### config.mk
export PLATFORM = sky130hd
export DESIGN_NAME = uhrc_run_ctrl
export DESIGN_NICKNAME = d
export VERILOG_FILES = /design/src/shared/uhrc_pkg.sv /design/src/logic/uhrc_run_ctrl.sv
export SDC_FILE = /design/constraint.sdc
export NUM_CORES = 1
export LEC_CHECK = 0
export BUFFER_PORTS_ARGS = -buffer_cell sky130_fd_sc_hd__buf_2
export CAP_MARGIN = 10
export CORE_MARGIN = 5
export CORE_UTILIZATION = 45
export CTS_CLUSTER_SIZE = 30
export DETAILED_ROUTE_END_ITERATION = 10
export PLACE_DENSITY = 0.67
export SYNTH_ARGS = -nofsm -noshare
export SYNTH_HDL_FRONTEND = slang
export SYNTH_SLANG_ARGS = --single-unit
### constraint.sdc
create_clock -name sys_clk_i -period 5.6 [get_ports sys_clk_i]
set_input_delay 1.4 -clock sys_clk_i [delete_from_list [all_inputs] [get_ports sys_clk_i]]
set_output_delay 1.4 -clock sys_clk_i [all_outputs]
set_load 0.05 [all_outputs]
### src/shared/uhrc_pkg.sv
/*
 * Package for the host run/stop control and status block: register
 * offsets, field positions, reset values, timing counts and types.
 * Assumes a 250 MHz system clock and a 16-bit word I/O register port.
 */
package uhrc_pkg;

    // Register byte offsets on the I/O port.
    localparam logic [7:0] CMD_OFS = 8'h00;
    localparam logic [7:0] STS_OFS = 8'h02;
    localparam logic [7:0] FRIDX_OFS = 8'h06;
    localparam logic [7:0] PRT_OFS = 8'h10;

    // Command register fields.
    localparam int CMD_RUN_BIT = 0;
    localparam int CMD_SRST_BIT = 1;
    localparam int CMD_BRST_BIT = 2;
    localparam int CMD_DBG_BIT = 5;

    // Status register fields.
    localparam int STS_PCIERR_BIT = 3;
    localparam int STS_PERR_BIT = 4;
    localparam int STS_HALT_BIT = 5;

    // Port status and control fields.
    localparam int PRT_CONN_BIT = 0;
    localparam int PRT_CCHG_BIT = 1;
    localparam int PRT_EN_BIT = 2;
    localparam int PRT_ECHG_BIT = 3;
    localparam int PRT_LS_BIT = 8;

    // Reset values.
    localparam logic [15:0] CMD_RST = 16'h0000;
    localparam logic [15:0] STS_RST = 16'h0000;
    localparam logic [10:0] FRIDX_RST = 11'h000;

    // Timing.
    localparam int CLK_PERIOD_NS = 4;
    localparam int FRAME_PERIOD_NS = 1000000;
    localparam int FRAME_CYCLES = FRAME_PERIOD_NS / CLK_PERIOD_NS;
    localparam int SRST_CYCLES = 4;

    typedef enum logic [1:0] {ST_HALTED, ST_RUN, ST_STOPPING} uhrc_state_e;

    // Status lines from the schedule engine.
    typedef struct packed {
        logic xact_busy;
        logic td_fetch;
        logic consist_err;
        logic pci_err;
    } uhrc_eng_s;

endpackage

### src/logic/uhrc_run_ctrl.sv
/*
 * Run/stop control, soft reset, bus-wide reset and status flags of a
 * host controller schedule engine, with the root port connect logic.
 * Assumes the schedule engine and port detectors are synchronous to
 * sys_clk_i and that registers are reached as 16-bit words.
 */
`timescale 1ns/1ps

module uhrc_run_ctrl
    import uhrc_pkg::*;
#(
    parameter int NPORTS = 2,
    parameter int FRAME_CNT = FRAME_CYCLES
)
(
    // Clock and reset.
    input wire logic sys_clk_i,
    input wire logic nrst_i,
    // Register port.
    input wire logic [7:0] io_addr_i,
    input wire logic io_wr_i,
    input wire logic io_rd_i,
    input wire logic [15:0] io_wdata_i,
    output logic [15:0] io_rdata_o,
    // Schedule engine.
    input wire uhrc_eng_s eng_i,
    output logic eng_run_o,
    output logic xact_abort_o,
    output logic sof_restart_o,
    output logic [10:0] frame_index_o,
    output logic sys_hw_reset_o,
    output logic usb_bus_reset_o,
    // Root ports.
    input wire logic [NPORTS-1:0] connect_det_i,
    input wire logic [NPORTS-1:0] lowspeed_det_i,
    output logic [NPORTS-1:0] port_connect_o,
    output logic [NPORTS-1:0] port_enable_o,
    output logic [NPORTS-1:0] port_lowspeed_o
);

    localparam int FW = $clog2(FRAME_CNT + 1);

    uhrc_state_e state_r, state_nxt;
    logic run_r, dbg_r, brst_r, srst_r;
    logic [2:0] srst_cnt_r;
    logic halt_r, perr_r, pcierr_r;
    logic [FW-1:0] frm_cnt_r;
    logic [10:0] fridx_r;
    logic eng_run_r, abort_r, sof_r, sysrst_r;
    logic [15:0] rdata_r, rd_mux;
    logic [15:0] prt_word [NPORTS];

    wire wr_cmd = io_wr_i && (io_addr_i == CMD_OFS);
    wire wr_sts = io_wr_i && (io_addr_i == STS_OFS);
    wire wr_fridx = io_wr_i && (io_addr_i == FRIDX_OFS);
    wire srst_go = wr_cmd && io_wdata_i[CMD_SRST_BIT] && !srst_r;
    wire logic_clr = srst_r || brst_r;
    wire srst_end = srst_r && (srst_cnt_r == 3'(SRST_CYCLES - 1));
    wire in_run = (state_r == ST_RUN);
    wire fatal = in_run && (eng_i.consist_err || eng_i.pci_err);
    wire step_stop = in_run && dbg_r && eng_i.td_fetch;
    wire stop_done = !logic_clr && (state_r != ST_HALTED)
                     && (state_nxt == ST_HALTED);
    wire resume = !logic_clr && (state_r == ST_HALTED) && run_r;
    wire frm_tick = (frm_cnt_r == FW'(FRAME_CNT - 1));
    wire counting = (state_r != ST_HALTED);

    always_comb
    begin
        state_nxt = state_r;
        case (state_r)
            ST_HALTED:
                if (run_r)
                    state_nxt = ST_RUN;
            ST_RUN:
                if (!run_r)
                    state_nxt = eng_i.xact_busy ? ST_STOPPING : ST_HALTED;
            ST_STOPPING:
                if (!eng_i.xact_busy)
                    state_nxt = ST_HALTED;
            default:
                state_nxt = ST_HALTED;
        endcase
        if (logic_clr)
            state_nxt = ST_HALTED;
    end

    always_ff @(posedge sys_clk_i or negedge nrst_i)
    begin
        if (!nrst_i)
        begin
            state_r <= ST_HALTED;
            eng_run_r <= 1'b0;
        end
        else
        begin
            state_r <= state_nxt;
            eng_run_r <= (state_nxt == ST_RUN);
        end
    end

    always_ff @(posedge sys_clk_i or negedge nrst_i)
    begin
        if (!nrst_i)
        begin
            run_r <= CMD_RST[CMD_RUN_BIT];
            dbg_r <= CMD_RST[CMD_DBG_BIT];
            brst_r <= CMD_RST[CMD_BRST_BIT];
            srst_r <= CMD_RST[CMD_SRST_BIT];
            srst_cnt_r <= 3'h0;
        end
        else
        begin
            if (logic_clr || fatal || step_stop)
                run_r <= 1'b0;
            else if (wr_cmd)
                run_r <= io_wdata_i[CMD_RUN_BIT];
            if (wr_cmd)
            begin
                dbg_r <= io_wdata_i[CMD_DBG_BIT];
                brst_r <= io_wdata_i[CMD_BRST_BIT];
            end
            if (srst_end)
                srst_r <= 1'b0;
            else if (srst_go)
                srst_r <= 1'b1;
            srst_cnt_r <= srst_r ? srst_cnt_r + 3'h1 : 3'h0;
        end
    end

    // Status flags: hardware set wins over a software clear.
    always_ff @(posedge sys_clk_i or negedge nrst_i)
    begin
        if (!nrst_i)
        begin
            halt_r <= STS_RST[STS_HALT_BIT];
            perr_r <= STS_RST[STS_PERR_BIT];
            pcierr_r <= STS_RST[STS_PCIERR_BIT];
        end
        else
        begin
            if (stop_done)
                halt_r <= 1'b1;
            else if (resume)
                halt_r <= 1'b0;
            else if (wr_sts && io_wdata_i[STS_HALT_BIT])
                halt_r <= 1'b0;
            perr_r <= (fatal && eng_i.consist_err)
                      || (perr_r && !(wr_sts && io_wdata_i[STS_PERR_BIT]));
            pcierr_r <= (fatal && eng_i.pci_err)
                        || (pcierr_r
                            && !(wr_sts && io_wdata_i[STS_PCIERR_BIT]));
        end
    end

    always_ff @(posedge sys_clk_i or negedge nrst_i)
    begin
        if (!nrst_i)
        begin
            frm_cnt_r <= '0;
            fridx_r <= FRIDX_RST;
        end
        else
        begin
            if (logic_clr || (stop_done && !dbg_r))
                frm_cnt_r <= '0;
            else if (counting)
                frm_cnt_r <= frm_tick ? '0 : frm_cnt_r + FW'(1);
            if (logic_clr)
                fridx_r <= FRIDX_RST;
            else if (wr_fridx && !run_r)
                fridx_r <= io_wdata_i[10:0];
            else if (counting && frm_tick)
                fridx_r <= fridx_r + 11'h001;
        end
    end

    always_ff @(posedge sys_clk_i or negedge nrst_i)
    begin
        if (!nrst_i)
        begin
            abort_r <= 1'b0;
            sof_r <= 1'b0;
            sysrst_r <= 1'b0;
            rdata_r <= 16'h0000;
        end
        else
        begin
            abort_r <= srst_go;
            sof_r <= resume && !dbg_r;
            sysrst_r <= fatal;
            if (io_rd_i)
                rdata_r <= rd_mux;
        end
    end

    for (genvar i = 0; i < NPORTS; i++)
    begin : g_port
        logic conn_r, cchg_r, en_r, echg_r, ls_r;
        wire wr_p = io_wr_i && (io_addr_i == PRT_OFS + 8'(2 * i));
        always_ff @(posedge sys_clk_i or negedge nrst_i)
        begin
            if (!nrst_i)
            begin
                conn_r <= 1'b0;
                cchg_r <= 1'b0;
                en_r <= 1'b0;
                echg_r <= 1'b0;
                ls_r <= 1'b0;
            end
            else if (logic_clr)
            begin
                conn_r <= 1'b0;
                en_r <= 1'b0;
                echg_r <= 1'b1;
                ls_r <= 1'b0;
            end
            else
            begin
                conn_r <= connect_det_i[i];
                ls_r <= connect_det_i[i] && lowspeed_det_i[i];
                cchg_r <= (conn_r != connect_det_i[i])
                          || (cchg_r && !(wr_p && io_wdata_i[PRT_CCHG_BIT]));
                en_r <= connect_det_i[i]
                        && (wr_p ? io_wdata_i[PRT_EN_BIT] : en_r);
                echg_r <= (en_r && !connect_det_i[i])
                          || (echg_r && !(wr_p && io_wdata_i[PRT_ECHG_BIT]));
            end
        end
        assign prt_word[i] = {7'h00, ls_r, 4'h0, echg_r, en_r, cchg_r, conn_r};
        assign port_connect_o[i] = conn_r;
        assign port_enable_o[i] = en_r;
        assign port_lowspeed_o[i] = ls_r;
    end

    // Read selection; status shows only controller flags.
    always_comb
    begin
        rd_mux = 16'h0000;
        if (io_addr_i == CMD_OFS)
            rd_mux = {10'h000, dbg_r, 2'h0, brst_r, srst_r, run_r};
        else if (io_addr_i == STS_OFS)
            rd_mux = {10'h000, halt_r, perr_r, pcierr_r, 3'h0};
        else if (io_addr_i == FRIDX_OFS)
            rd_mux = {5'h00, fridx_r};
        for (int k = 0; k < NPORTS; k++)
            if (io_addr_i == PRT_OFS + 8'(2 * k))
                rd_mux = prt_word[k];
    end

    assign io_rdata_o = rdata_r;
    assign eng_run_o = eng_run_r;
    assign xact_abort_o = abort_r;
    assign sof_restart_o = sof_r;
    assign frame_index_o = fridx_r;
    assign sys_hw_reset_o = sysrst_r;
    assign usb_bus_reset_o = brst_r;
endmodule

After elaboration in Yosys (flattened, before gate mapping)
Cells that the tools add are included.
{"block": "word_totals", "ff_bits": 71, "in_bits": 36, "output_inout_bits": 38, "elab_cells": 147}
{"block": "classes", "addsub": 3, "eq_ne": 11, "muxes": 35, "reduce_logical": 72}
{"op": "11-bit 2-to-1 mux", "count": 6}
{"op": "18-bit 2-to-1 mux", "count": 3}
{"op": "1-bit logical AND", "count": 40}
{"op": "16-bit 2-to-1 mux", "count": 2}
{"op": "18-bit by 1-bit adder with 18-bit output (second input constant)", "count": 1}
{"op": "18-bit equality test (second input constant)", "count": 1}
{"op": "1-bit 2-to-1 mux", "count": 17}
{"op": "8-bit by 5-bit equality test with 1-bit output (second input constant)", "count": 2}
{"op": "1-bit zero test", "count": 12}
{"op": "11-bit by 1-bit adder with 11-bit output (second input constant)", "count": 1}
{"op": "1-bit logical OR", "count": 11}
{"op": "2-bit 2-to-1 mux", "count": 5}
{"op": "8-bit by 2-bit equality test with 1-bit output (second input constant)", "count": 1}
{"op": "8-bit by 3-bit equality test with 1-bit output (second input constant)", "count": 1}
{"op": "8-bit zero test", "count": 1}
{"op": "2-bit nonzero test", "count": 4}
{"op": "2-bit case mux with 3 select lines", "count": 1}
{"op": "3-bit nonzero test", "count": 2}
{"op": "2-bit by 1-bit equality test with 1-bit output (second input constant)", "count": 2}
{"op": "2-bit zero test", "count": 2}
{"op": "3-bit by 1-bit adder with 3-bit output (second input constant)", "count": 1}
{"op": "3-bit by 2-bit equality test with 1-bit output (second input constant)", "count": 1}
{"op": "3-bit 2-to-1 mux", "count": 1}
{"op": "2-bit equality test (second input constant)", "count": 1}
{"op": "1-bit != test", "count": 2}

Longest topological paths before layout
Gate-level depths: netlist (run 1).
{"block": "logic_depth", "ltp_word": 9, "depth_mapped": 7, "ltp_nobuf": 6}

Least setup slack after synthesis (run 1)
Ideal clock, no wire load.
{"block": "synth_path", "path_kind": "input-to-reg", "startpoint": "input port io_addr_i[0]", "endpoint": "register g_port[1].echg_r", "setup_time_ps": 126, "arrival_ps": 2682, "required_time_ps": 5474, "slack_ps": 2792, "cell_stages": 5, "path_buffers": 0, "cell_sequence": "or4_4 nor2_4 and4_1 nand2_1 a221o_1"}
{"block": "synth_via", "elab_chain_len": 7}
{"element": "start: declaration", "line": "uhrc_run_ctrl.sv:20", "text": "input wire logic [7:0] io_addr_i,"}
{"element": "8-bit by 5-bit equality test with 1-bit output", "line": "uhrc_run_ctrl.sv:200", "text": "wire wr_p = io_wr_i && (io_addr_i == PRT_OFS + 8'(2 * i));"}
{"element": "1-bit logical AND", "line": "uhrc_run_ctrl.sv:200"}
{"element": "1-bit logical AND", "line": "uhrc_run_ctrl.sv:227", "text": "|| (echg_r && !(wr_p && io_wdata_i[PRT_ECHG_BIT]));"}
{"element": "1-bit zero test", "line": "uhrc_run_ctrl.sv:227"}
{"element": "1-bit logical AND", "line": "uhrc_run_ctrl.sv:227"}
{"element": "1-bit logical OR", "line": "uhrc_run_ctrl.sv:227"}
{"element": "1-bit 2-to-1 mux", "line": "uhrc_run_ctrl.sv:211", "text": "else if (logic_clr)"}
{"element": "end signal: assignment", "line": "uhrc_run_ctrl.sv:226", "text": "echg_r <= (en_r && !connect_det_i[i])"}
{"element": "end: declaration", "line": "uhrc_run_ctrl.sv:199", "text": "logic conn_r, cchg_r, en_r, echg_r, ls_r;"}
Every way passes these cells.
A chain may end at the register's enable or synchronous reset.

Worst setup path after layout (run 1)
{"block": "layout_path", "startpoint": "input port io_addr_i[0]", "endpoint": "register fridx_r[5], in the netlist frame_index_o[5]"}
{"block": "layout_via", "elab_chain_len": 5, "word_cells_on_any_way": 6, "cone_classes": "eq/ne (1); mux (2); reduce/logical (3)"}
{"element": "8-bit by 3-bit equality test with 1-bit output (*)", "line": "uhrc_run_ctrl.sv:55", "text": "wire wr_fridx = io_wr_i && (io_addr_i == FRIDX_OFS);"}
{"element": "1-bit logical AND (*)", "line": "uhrc_run_ctrl.sv:55"}
{"element": "1-bit logical AND (*)", "line": "uhrc_run_ctrl.sv:171", "text": "else if (wr_fridx && !run_r)"}
{"element": "11-bit 2-to-1 mux", "line": "uhrc_run_ctrl.sv:171"}
{"element": "11-bit 2-to-1 mux", "line": "uhrc_run_ctrl.sv:169", "text": "if (logic_clr)"}
{"element": "end signal: assignment", "line": "uhrc_run_ctrl.sv:172", "text": "fridx_r <= io_wdata_i[10:0];"}
{"element": "end signal: assignment", "line": "uhrc_run_ctrl.sv:174", "text": "fridx_r <= fridx_r + 11'h001;"}
{"element": "end: declaration", "line": "uhrc_run_ctrl.sv:48", "text": "logic [10:0] fridx_r;"}
Mark *: on every way between the ends. The rest lies on a longest branch, timed or not.

==> results of run 1 <==
## power breakdown
group | switching, mW | internal (mW)
Sequential | 0.0333 | 0.508
Clock | 0.185 | 0.229
Combinational | 0.115 | 0.0559
Total | 0.333 | 0.793
## flip-flops by register name (all words and copies together) (netlist names)
register	cells
frm_cnt_r	18
frame_index_o	11
io_rdata_o	11
srst_cnt_r	3
g_port.cchg_r	2
g_port.conn_r	2
g_port.echg_r	2
g_port.en_r	2
g_port.ls_r	2
state_r	2
dbg_r	1
eng_run_o	1
halt_r	1
pcierr_r	1
perr_r	1
run_r	1
sof_restart_o	1
srst_r	1
sys_hw_reset_o	1
usb_bus_reset_o	1
xact_abort_o	1
## through the flow
stage / hold slack [ns] / setup slack, ns / total power [mW] / area (um2) / util, %
after detailed placement: 0.4303 / 2.461 / 0.7210 / 3986 / 49.26
after floorplan: 0.4091 / 2.792 / 0.6660 / 3692 / -
after global routing: 0.4617 / 2.606 / 1.183 / 4192 / 51.79
after global placement: 0.4195 / 2.478 / 0.7169 / 3986 / 49.26
final: 0.4370 / 2.802 / 1.126 / 4192 / 51.79
after CTS: 0.4417 / 2.834 / 1.138 / 4192 / 51.79
## layout make-up
class,instances,area [um2],share of cell area (%)
flip-flops and latches,66,1652,39.40
clock buffers,12,155.1,3.701
multi-input cells,264,1760,42.00
inverters,30,112.6,2.687
well taps,105,131.4,3.134
repair buffers,65,330.3,7.881
clock inverters,4,50.05,1.194
## worst max path at each step
stage | start | endpoint | slack (ns) | cells after the start
detailed placement | io_addr_i[0] | g_port[1].echg_r | 2.46 | 6
finish | io_addr_i[0] | frame_index_o[5] | 2.80 | 6
global placement | io_addr_i[0] | frame_index_o[10] | 2.48 | 6
CTS | io_addr_i[0] | frame_index_o[10] | 2.83 | 6
global route | frm_cnt_r[13] | frm_cnt_r[9] | 2.61 | 5
floorplan | io_addr_i[0] | g_port[1].echg_r | 2.79 | 5
## layout by cell type (no fill, tap or decap), drive strengths merged, types with 10 or more instances in the layout
| cell type | Yosys | routed |
|---|---|---|
| inv | 30 | 30 |
| clkbuf | 7 | 12 |
| nand2 | 30 | 30 |
| dfrtp | 66 | 66 |
| nor2 | 23 | 23 |
| buf | 22 | 65 |
| nand3 | 11 | 11 |
| a22o | 10 | 10 |
| xnor2 | 11 | 11 |
| a21oi | 12 | 12 |
| o21ai | 31 | 31 |
## worst max-delay path, stage by stage
cell and delay, ns:
buf_2 0.10, or4_4 0.53, nor2_4 0.31, nand4b_4 0.30
nor2_1 0.27, o2bb2ai_1 0.14
## logic make-up (layout without fill, tap and decap cells)
| family | Yosys count | in the layout | synth area share, % |
|---|---|---|---|
| AND/OR/NAND/NOR | 134 | 134 | 22.35 |
| AO/OA/AOI/OAI | 96 | 96 | 17.11 |
| flip-flops | 66 | 66 | 44.91 |
| buffers and inverters | 59 | 111 | 7.622 |
| multiplexers | 13 | 13 | 3.675 |
| XOR/XNOR | 12 | 12 | 2.858 |
| adder cells (fa/ha/maj) | 4 | 4 | 1.361 |
| other | 1 | 5 | 0.1020 |
## metal layers
layer | share of wire [%] | vias to the layer above | global-route usage [%]
met1 | 48 | 1476 | 26.94
met3 | 4.9 | 11 | 4.100
met2 | 45 | 67 | 28.49
met4 | 1.7 | 0 | 6.425
li1 | - | 1470 | -
met5 | 0 | - | 0
==> flow_summary.ini, run 1 <==
[outcome]
outcome = finished, final reports clean

[synthesis]
synth_edf_count = 0
synth.top_cell.area_share_pct = 44.91
postSynth.asyncResetShare_pct = 100.0
synth.cell_area_um2 = 3677
syn_area_per_cell_um2 = 9.551
synth_most_common_cell = dfrtp_1
synth_area_leader_cell = dfrtp_1
ys_seq_area_share_pct = 44.91
yosysWarnings = 0
netlist_instances = 385
synthDistinctLibCells = 58
synth_top_cells_by_area = dfrtp_1, o21ai_0, inv_1
synth-main-ff-cell = dfrtp_1
synthTopCellsByCount = dfrtp_1, inv_1, nand2_1, o21ai_0, nor2_1
ys_seq_elements = 66

[global_routing]
antenna_found_initial = 0
grt-ovfl-total = 0
grt_pass1_vias = 2957
grt_pass1_wl_um = 14990
track_usage_pct = 18.89
grt_max_degree = 67

[timing]
worst_pin_slew_ns = 0.8567
hold_viol = 0
fin_worst_skew_ns = 0.004909
slew_headroom_pct = 42.89
period_minus_slack_ns = 2.798
setup_violations = 0
slew_violations = 0
clock.fmax_mhz = 357.4
setup-tns-final_ns = 0
fin_crit_sh_pct = 49.96
rsz0062_at_grt = false

[cts]
post-cts-setup-buffer-count = 0
clock_latency_ns = 0.34
cts.path.max_buffers = 2
tritoncts = yes
ctsHoldBuffers = 0
clk_pin_slew_worst_paths_ns = 0.07
cts-resized-gates = 0
cts-htree-levels = 3
cts-root-buf = clkbuf_8
numCtsBuffers = 9
cts.sink_count = 66

[min_path]
hold_end = srst_cnt_r[0]
hold_start = srst_cnt_r[0]
hold_depth = 1
hp-class = flip-flop to flip-flop

[critical_path]
cp_max_fo = 17
rr_endpoint = frm_cnt_r[6]
endpoint_kind = flip-flop
r2r_start = frm_cnt_r[6]
ff2ff_path_depth = 5
ff2ff_setup_slack_ns = 2.89
critPathArrivalTime_ns = 3.06
critPathLaunchType = primary input
crit_required_ns = 5.86
critPathKind = primary input to flip-flop

[power]
p_leak_nw = 2.029
powerDensity_nw_per_um2 = 268.6
ir_worst_vdd_mv = 0.1457

[die]
io_pins = 74
num_rows = 33
start_util_pct = 45.44
core_area_um2 = 8093
dieWidth_um = 100.4
die_area_um2 = 10080
die_h_um = 100.4

[detailed_routing]
via_count = 3024
detail-route-antenna-nets = 0
avgRoutedWirePerCell_um = 16.25
drcViolationCount = 0
drtPass1Iterations = 4
routed_wl_um = 8872
drt_iter0_markers = 137
drt-vias-per-instance = 5.538

[final_layout]
fin_cells = 546
n_fill_cell = 755
drive_gt1_share_pct = 24.04
fin_nets = 476
diodes = 0
syn_to_final_growth_pct = 13.98

[place]
port_buffers = 63
dp_hpwl_um = 6362
dp.cells = 530
gp_congestion = 0.8572

[job]
drv_cap = 0
Note: power is estimated with default switching activity, not from simulation.
==> run 2: changes to the inputs <==
--- a/config.mk
+++ b/config.mk
@@ -11,7 +11,7 @@
 export CORE_UTILIZATION = 45
 export CTS_CLUSTER_SIZE = 30
 export DETAILED_ROUTE_END_ITERATION = 10
-export PLACE_DENSITY = 0.67
+export PLACE_DENSITY = 0.7
 export SYNTH_ARGS = -nofsm -noshare
 export SYNTH_HDL_FRONTEND = slang
 export SYNTH_SLANG_ARGS = --single-unit
==> constraint.sdc (replaced) <==
create_clock -name sys_clk_i -period 2.4 [get_ports sys_clk_i]
set_input_delay 0.6 -clock sys_clk_i [delete_from_list [all_inputs] [get_ports sys_clk_i]]
set_output_delay 0.6 -clock sys_clk_i [all_outputs]
set_load 0.05 [all_outputs]
==> flow_summary.ini, run 2 (synthesis gave the netlist of run 1 again) <==
[cts]
cts.sink_count = 66
clk_pin_slew_worst_paths_ns = 0.08
cts.path.max_buffers = 2
tritoncts = yes
numCtsBuffers = 9
post-cts-setup-buffer-count = 0
clock_latency_ns = 0.35
cts-resized-gates = 0
ctsHoldBuffers = 0
cts-root-buf = clkbuf_8
cts-htree-levels = 3

[job]
drv_cap = 0

[critical_path]
path_cells = ha_1 -> nand4b_4 -> or2_1 -> nand2_1 -> o22ai_1
cp_max_fo = 18
rr_endpoint = frm_cnt_r[14]
cpMaxStageDelayCell = or2_1
endpoint_kind = flip-flop
critPathBufInv = 0
critPathKind = flip-flop to flip-flop
ff2ff_path_depth = 5
critPathLaunchType = flip-flop
r2r_start = frm_cnt_r[0]
cp_top_family = simple AND/OR/NAND/NOR gates
slowest_delay_ns = 0.52
critPathArrivalTime_ns = 2.45
ff2ff_setup_slack_ns = 0.20
crit_required_ns = 2.66

[detailed_routing]
drt-vias-per-instance = 5.535
via_count = 3044
drtPass1Iterations = 4
detail-route-antenna-nets = 0
drt_iter0_markers = 136
routed_wl_um = 8816
avgRoutedWirePerCell_um = 16.03
drcViolationCount = 0

[place]
dp_hpwl_um = 6192
gp_congestion = 0.8866
placed_cell_area_um2 = 4029
port_buffers = 63

[timing]
worst_pin_slew_ns = 0.6066
clock.fmax_mhz = 455.0
fin_crit_sh_pct = 91.58
fin_worst_skew_ns = 0.007972
period_minus_slack_ns = 2.198
setup-tns-final_ns = 0
hold_viol = 0
rsz0062_at_grt = false
slew_headroom_pct = 59.56
setup_violations = 0
slew_violations = 0

[final_layout]
stdcell_area_um2 = 4248
most-common-layout-cells = dfrtp_1, buf_2, inv_1, nand2_1, o21ai_0
syn_to_final_growth_pct = 15.52
drive_gt1_share_pct = 24.72
n_fill_cell = 780
fin_nets = 480
diodes = 0
fin_util_pct = 52.49
largest_reg_flops = 18
regMostFlops = frm_cnt_r
layout_commonest_cell = dfrtp_1

[power]
switching_share_pct = 28.73
p_leak_nw = 2.063
p_clk_share_pct = 38.5
p_comb_share_pct = 14.9
powerDensity_nw_per_um2 = 637.9
ir_worst_vdd_mv = 0.2838
p_switching_mw = 0.7785
internal-power_mw = 1.931
p_seq_share_pct = 46.6
p_total_mw = 2.710

[die]
die_area_um2 = 10080
start_util_pct = 45.44
die_h_um = 100.4
io_pins = 74
dieWidth_um = 100.4
num_rows = 33
core_area_um2 = 8093

[outcome]
outcome = finished, final reports clean

[global_routing]
grt_pass1_vias = 2943
grt_pass1_wl_um = 14510
grt_max_degree = 67
grt-ovfl-total = 0
track_usage_pct = 18.18
antenna_found_initial = 0

[min_path]
hp-class = primary input to asynchronous set/reset pin
## run 2: cell types whose count changed in the layout (fill, tap and decap cells not counted), sizes merged
cell      previous run  this run
clkinvlp             2         1
bufinv               1         2
buf                 65        69
clkbuf              12        11
clkinv               1         2
## run 2: power groups by stage
stage               logic (mW)  registers, mW  clock network [mW]
floorplan                0.234           1.32                   0
global placement         0.397           1.28                   0
detailed placement       0.406           1.28                   0
CTS                      0.407           1.26                1.07
global route             0.448           1.27                1.11
finish                   0.404           1.26                1.04
## run 2: through the flow
stage	hold WS, ns	setup WS (ns)	std cells
3_3_place_gp	0.4233	0.2255	534
5_1_grt	0.2917	0.07003	550
4_1_cts	0.2654	0.2309	550
6_report	0.2607	0.2020	550
3_5_place_dp	0.4249	0.2103	534
2_1_floorplan	0.3044	0.3916	389
## run 2: area by class of cell
class	instances	area, um2	area share [%]
clock buffer	11	141.4	3.328
multi-input combinational	264	1760	41.44
sequential	66	1652	38.88
timing repair buffer	69	372.9	8.778
tap	105	131.4	3.093
inverter	30	112.6	2.651
clock inverter	5	77.57	1.826
## run 2: how the worst max path moves through the flow
stage | from | to | slack, ns | cells after the start
2_1_floorplan | io_addr_i[0] | g_port[1].echg_r | 0.39 | 5
3_3_place_gp | io_addr_i[0] | g_port[1].echg_r | 0.23 | 6
3_5_place_dp | io_addr_i[0] | frame_index_o[8] | 0.21 | 6
4_1_cts | frm_cnt_r[0] | frame_index_o[6] | 0.23 | 6
5_1_grt | frm_cnt_r[0] | frm_cnt_r[4] | 0.07 | 5
6_report | frm_cnt_r[0] | frm_cnt_r[14] | 0.20 | 5
## run 2: metal layers
layer | track usage [%] | vias to the layer above | wire [um]
li1 | - | 1477 | -
met3 | 3.753 | 16 | 473
met5 | 0 | - | 0
met2 | 27.98 | 81 | 4074
met4 | 7.150 | 0 | 168
met1 | 25.16 | 1470 | 4100
==> run 3: changes to the inputs <==
--- a/config.mk
+++ b/config.mk
@@ -11,7 +11,7 @@
 export CORE_UTILIZATION = 45
 export CTS_CLUSTER_SIZE = 30
 export DETAILED_ROUTE_END_ITERATION = 10
-export PLACE_DENSITY = 0.7
+export PLACE_DENSITY = 0.67
 export SYNTH_ARGS = -nofsm -noshare
 export SYNTH_HDL_FRONTEND = slang
 export SYNTH_SLANG_ARGS = --single-unit
==> constraint.sdc (replaced) <==
create_clock -name sys_clk_i -period 2.6 [get_ports sys_clk_i]
set_input_delay 0.65 -clock sys_clk_i [delete_from_list [all_inputs] [get_ports sys_clk_i]]
set_output_delay 0.65 -clock sys_clk_i [all_outputs]
set_load 0.05 [all_outputs]
==> flow_summary.ini, run 3 (synthesis gave the netlist of run 1 again) <==
[global_routing]
grt_pass1_vias = 3002
grt-ovfl-total = 0
antenna_found_initial = 0
grt_max_degree = 27
grt_pass1_wl_um = 14810
track_usage_pct = 18.49

[cts]
cts.path.max_buffers = 2
post-cts-setup-buffer-count = 0
cts-htree-levels = 3
cts-resized-gates = 0
cts.sink_count = 66
tritoncts = yes
numCtsBuffers = 9
cts-root-buf = clkbuf_8
clock_latency_ns = 0.35
clk_pin_slew_worst_paths_ns = 0.09
ctsHoldBuffers = 0

[final_layout]
regMostFlops = frm_cnt_r
most-common-layout-cells = dfrtp_1, buf_2, inv_1, nand2_1, o21ai_0
fin_util_pct = 51.92
largest_reg_flops = 18
n_fill_cell = 803
diodes = 0
drive_gt1_share_pct = 25.11
layout_commonest_cell = dfrtp_1
fin_nets = 481
syn_to_final_growth_pct = 14.26

[timing]
period_minus_slack_ns = 2.157
fin_worst_skew_ns = 0.01167
fin_ws_ns = 0.4435
clock.fmax_mhz = 463.7
slew_violations = 0
hold_viol = 0
slew_headroom_pct = 48.60
setup-tns-final_ns = 0
worst_pin_slew_ns = 0.7702
setup_violations = 0
fin_crit_sh_pct = 82.94
rsz0062_at_grt = false

[place]
port_buffers = 63
dp_hpwl_um = 6457
dp_slack_ns = 0.3358
gp_congestion = 0.8744

[critical_path]
endpoint_kind = flip-flop
cp_max_fo = 8
ff2ff_path_depth = 6
cpMaxStageDelayCell = or3_4
slowest_delay_ns = 0.46
critPathKind = flip-flop to flip-flop
cp_common_cell = or3_4
path_cells = ha_1 -> nand4b_4 -> or3_4 -> or3_4 -> xnor2_1 -> a211oi_1
critPathArrivalTime_ns = 2.41
crit_required_ns = 2.86
critPathLaunchType = flip-flop

[outcome]
outcome = finished, final reports clean

[die]
io_pins = 74
start_util_pct = 45.44
die_h_um = 100.4
dieWidth_um = 100.4
num_rows = 33
die_area_um2 = 10080
core_area_um2 = 8093

[job]
drv_cap = 0

[min_path]
hp-class = primary input to asynchronous set/reset pin

[detailed_routing]
detail-route-antenna-nets = 0
via_count = 3069
drt-vias-per-instance = 5.570
drt_iter0_markers = 110
drtPass1Iterations = 4
avgRoutedWirePerCell_um = 15.97
drcViolationCount = 0
routed_wl_um = 8797

[power]
p_total_mw = 2.320
ir_worst_vdd_mv = 0.2740
powerDensity_nw_per_um2 = 552.2
p_leak_nw = 2.036
==> run 3: changes by cell type in the layout (fill, tap and decap cells not counted), sizes merged <==
cell,delta
buf,+1
inv,+2
bufinv,-2
clkbuf,-2
clkinvlp,+2
==> run 3: cell type report <==
cell class / count / area (um2) / share of cell area, %
inverter: 30 / 112.6 / 2.680
timing repair buffer: 70 / 367.9 / 8.755
tap: 105 / 131.4 / 3.127
sequential: 66 / 1652 / 39.31
clock inverter: 7 / 53.80 / 1.281
clock buffer: 9 / 123.9 / 2.948
multi-input combinational: 264 / 1760 / 41.90
==> run 3: critical path: cells and delay by family (launching register included) <==
family / cells / cell delay, ns
adder cells (fa/ha/maj): 1 / 0.29
flip-flops: 1 / 0.42
AO/OA/AOI/OAI: 1 / 0.22
AND/OR/NAND/NOR: 3 / 1.01
XOR/XNOR: 1 / 0.13
==> run 3: per-layer routing <==
| metal | track usage [%] | vias to the layer above | wire length, um |
|---|---|---|---|
| met5 | 0 | - | 0 |
| met1 | 26.35 | 1486 | 4158 |
| met3 | 3.892 | 12 | 578 |
| met2 | 27.42 | 95 | 3925 |
| li1 | - | 1476 | - |
| met4 | 7.461 | 0 | 135 |
==> run 3: metrics by stage <==
stage / std cells / hold WS (ns) / area (um2)
after CTS: 551 / 0.2645 / 4202
after detailed placement: 535 / 0.4375 / 4024
final: 551 / 0.2560 / 4202
after global routing: 551 / 0.3020 / 4202
after global placement: 535 / 0.4233 / 4024
after floorplan: 389 / 0.3544 / 3692
==> run 3: worst paths after layout <==
path                               start                to  slack [ns]
max                         frm_cnt_r[0]  frame_index_o[6]        0.44
min                               nrst_i     io_rdata_o[2]        0.26
max reg2reg                 frm_cnt_r[0]  frame_index_o[6]        0.44
min reg2reg                srst_cnt_r[0]     srst_cnt_r[0]        0.45
max in group asynchronous         nrst_i     frm_cnt_r[12]        1.60
min in group sys_clk_i     srst_cnt_r[0]     srst_cnt_r[0]        0.45
==> run 3: power breakdown <==
group	internal (mW)	total, mW	switching (mW)
sequential	1.09	1.17	0.0733
clock	0.351	0.782	0.431
combinational	0.123	0.372	0.249
total	1.57	2.32	0.753
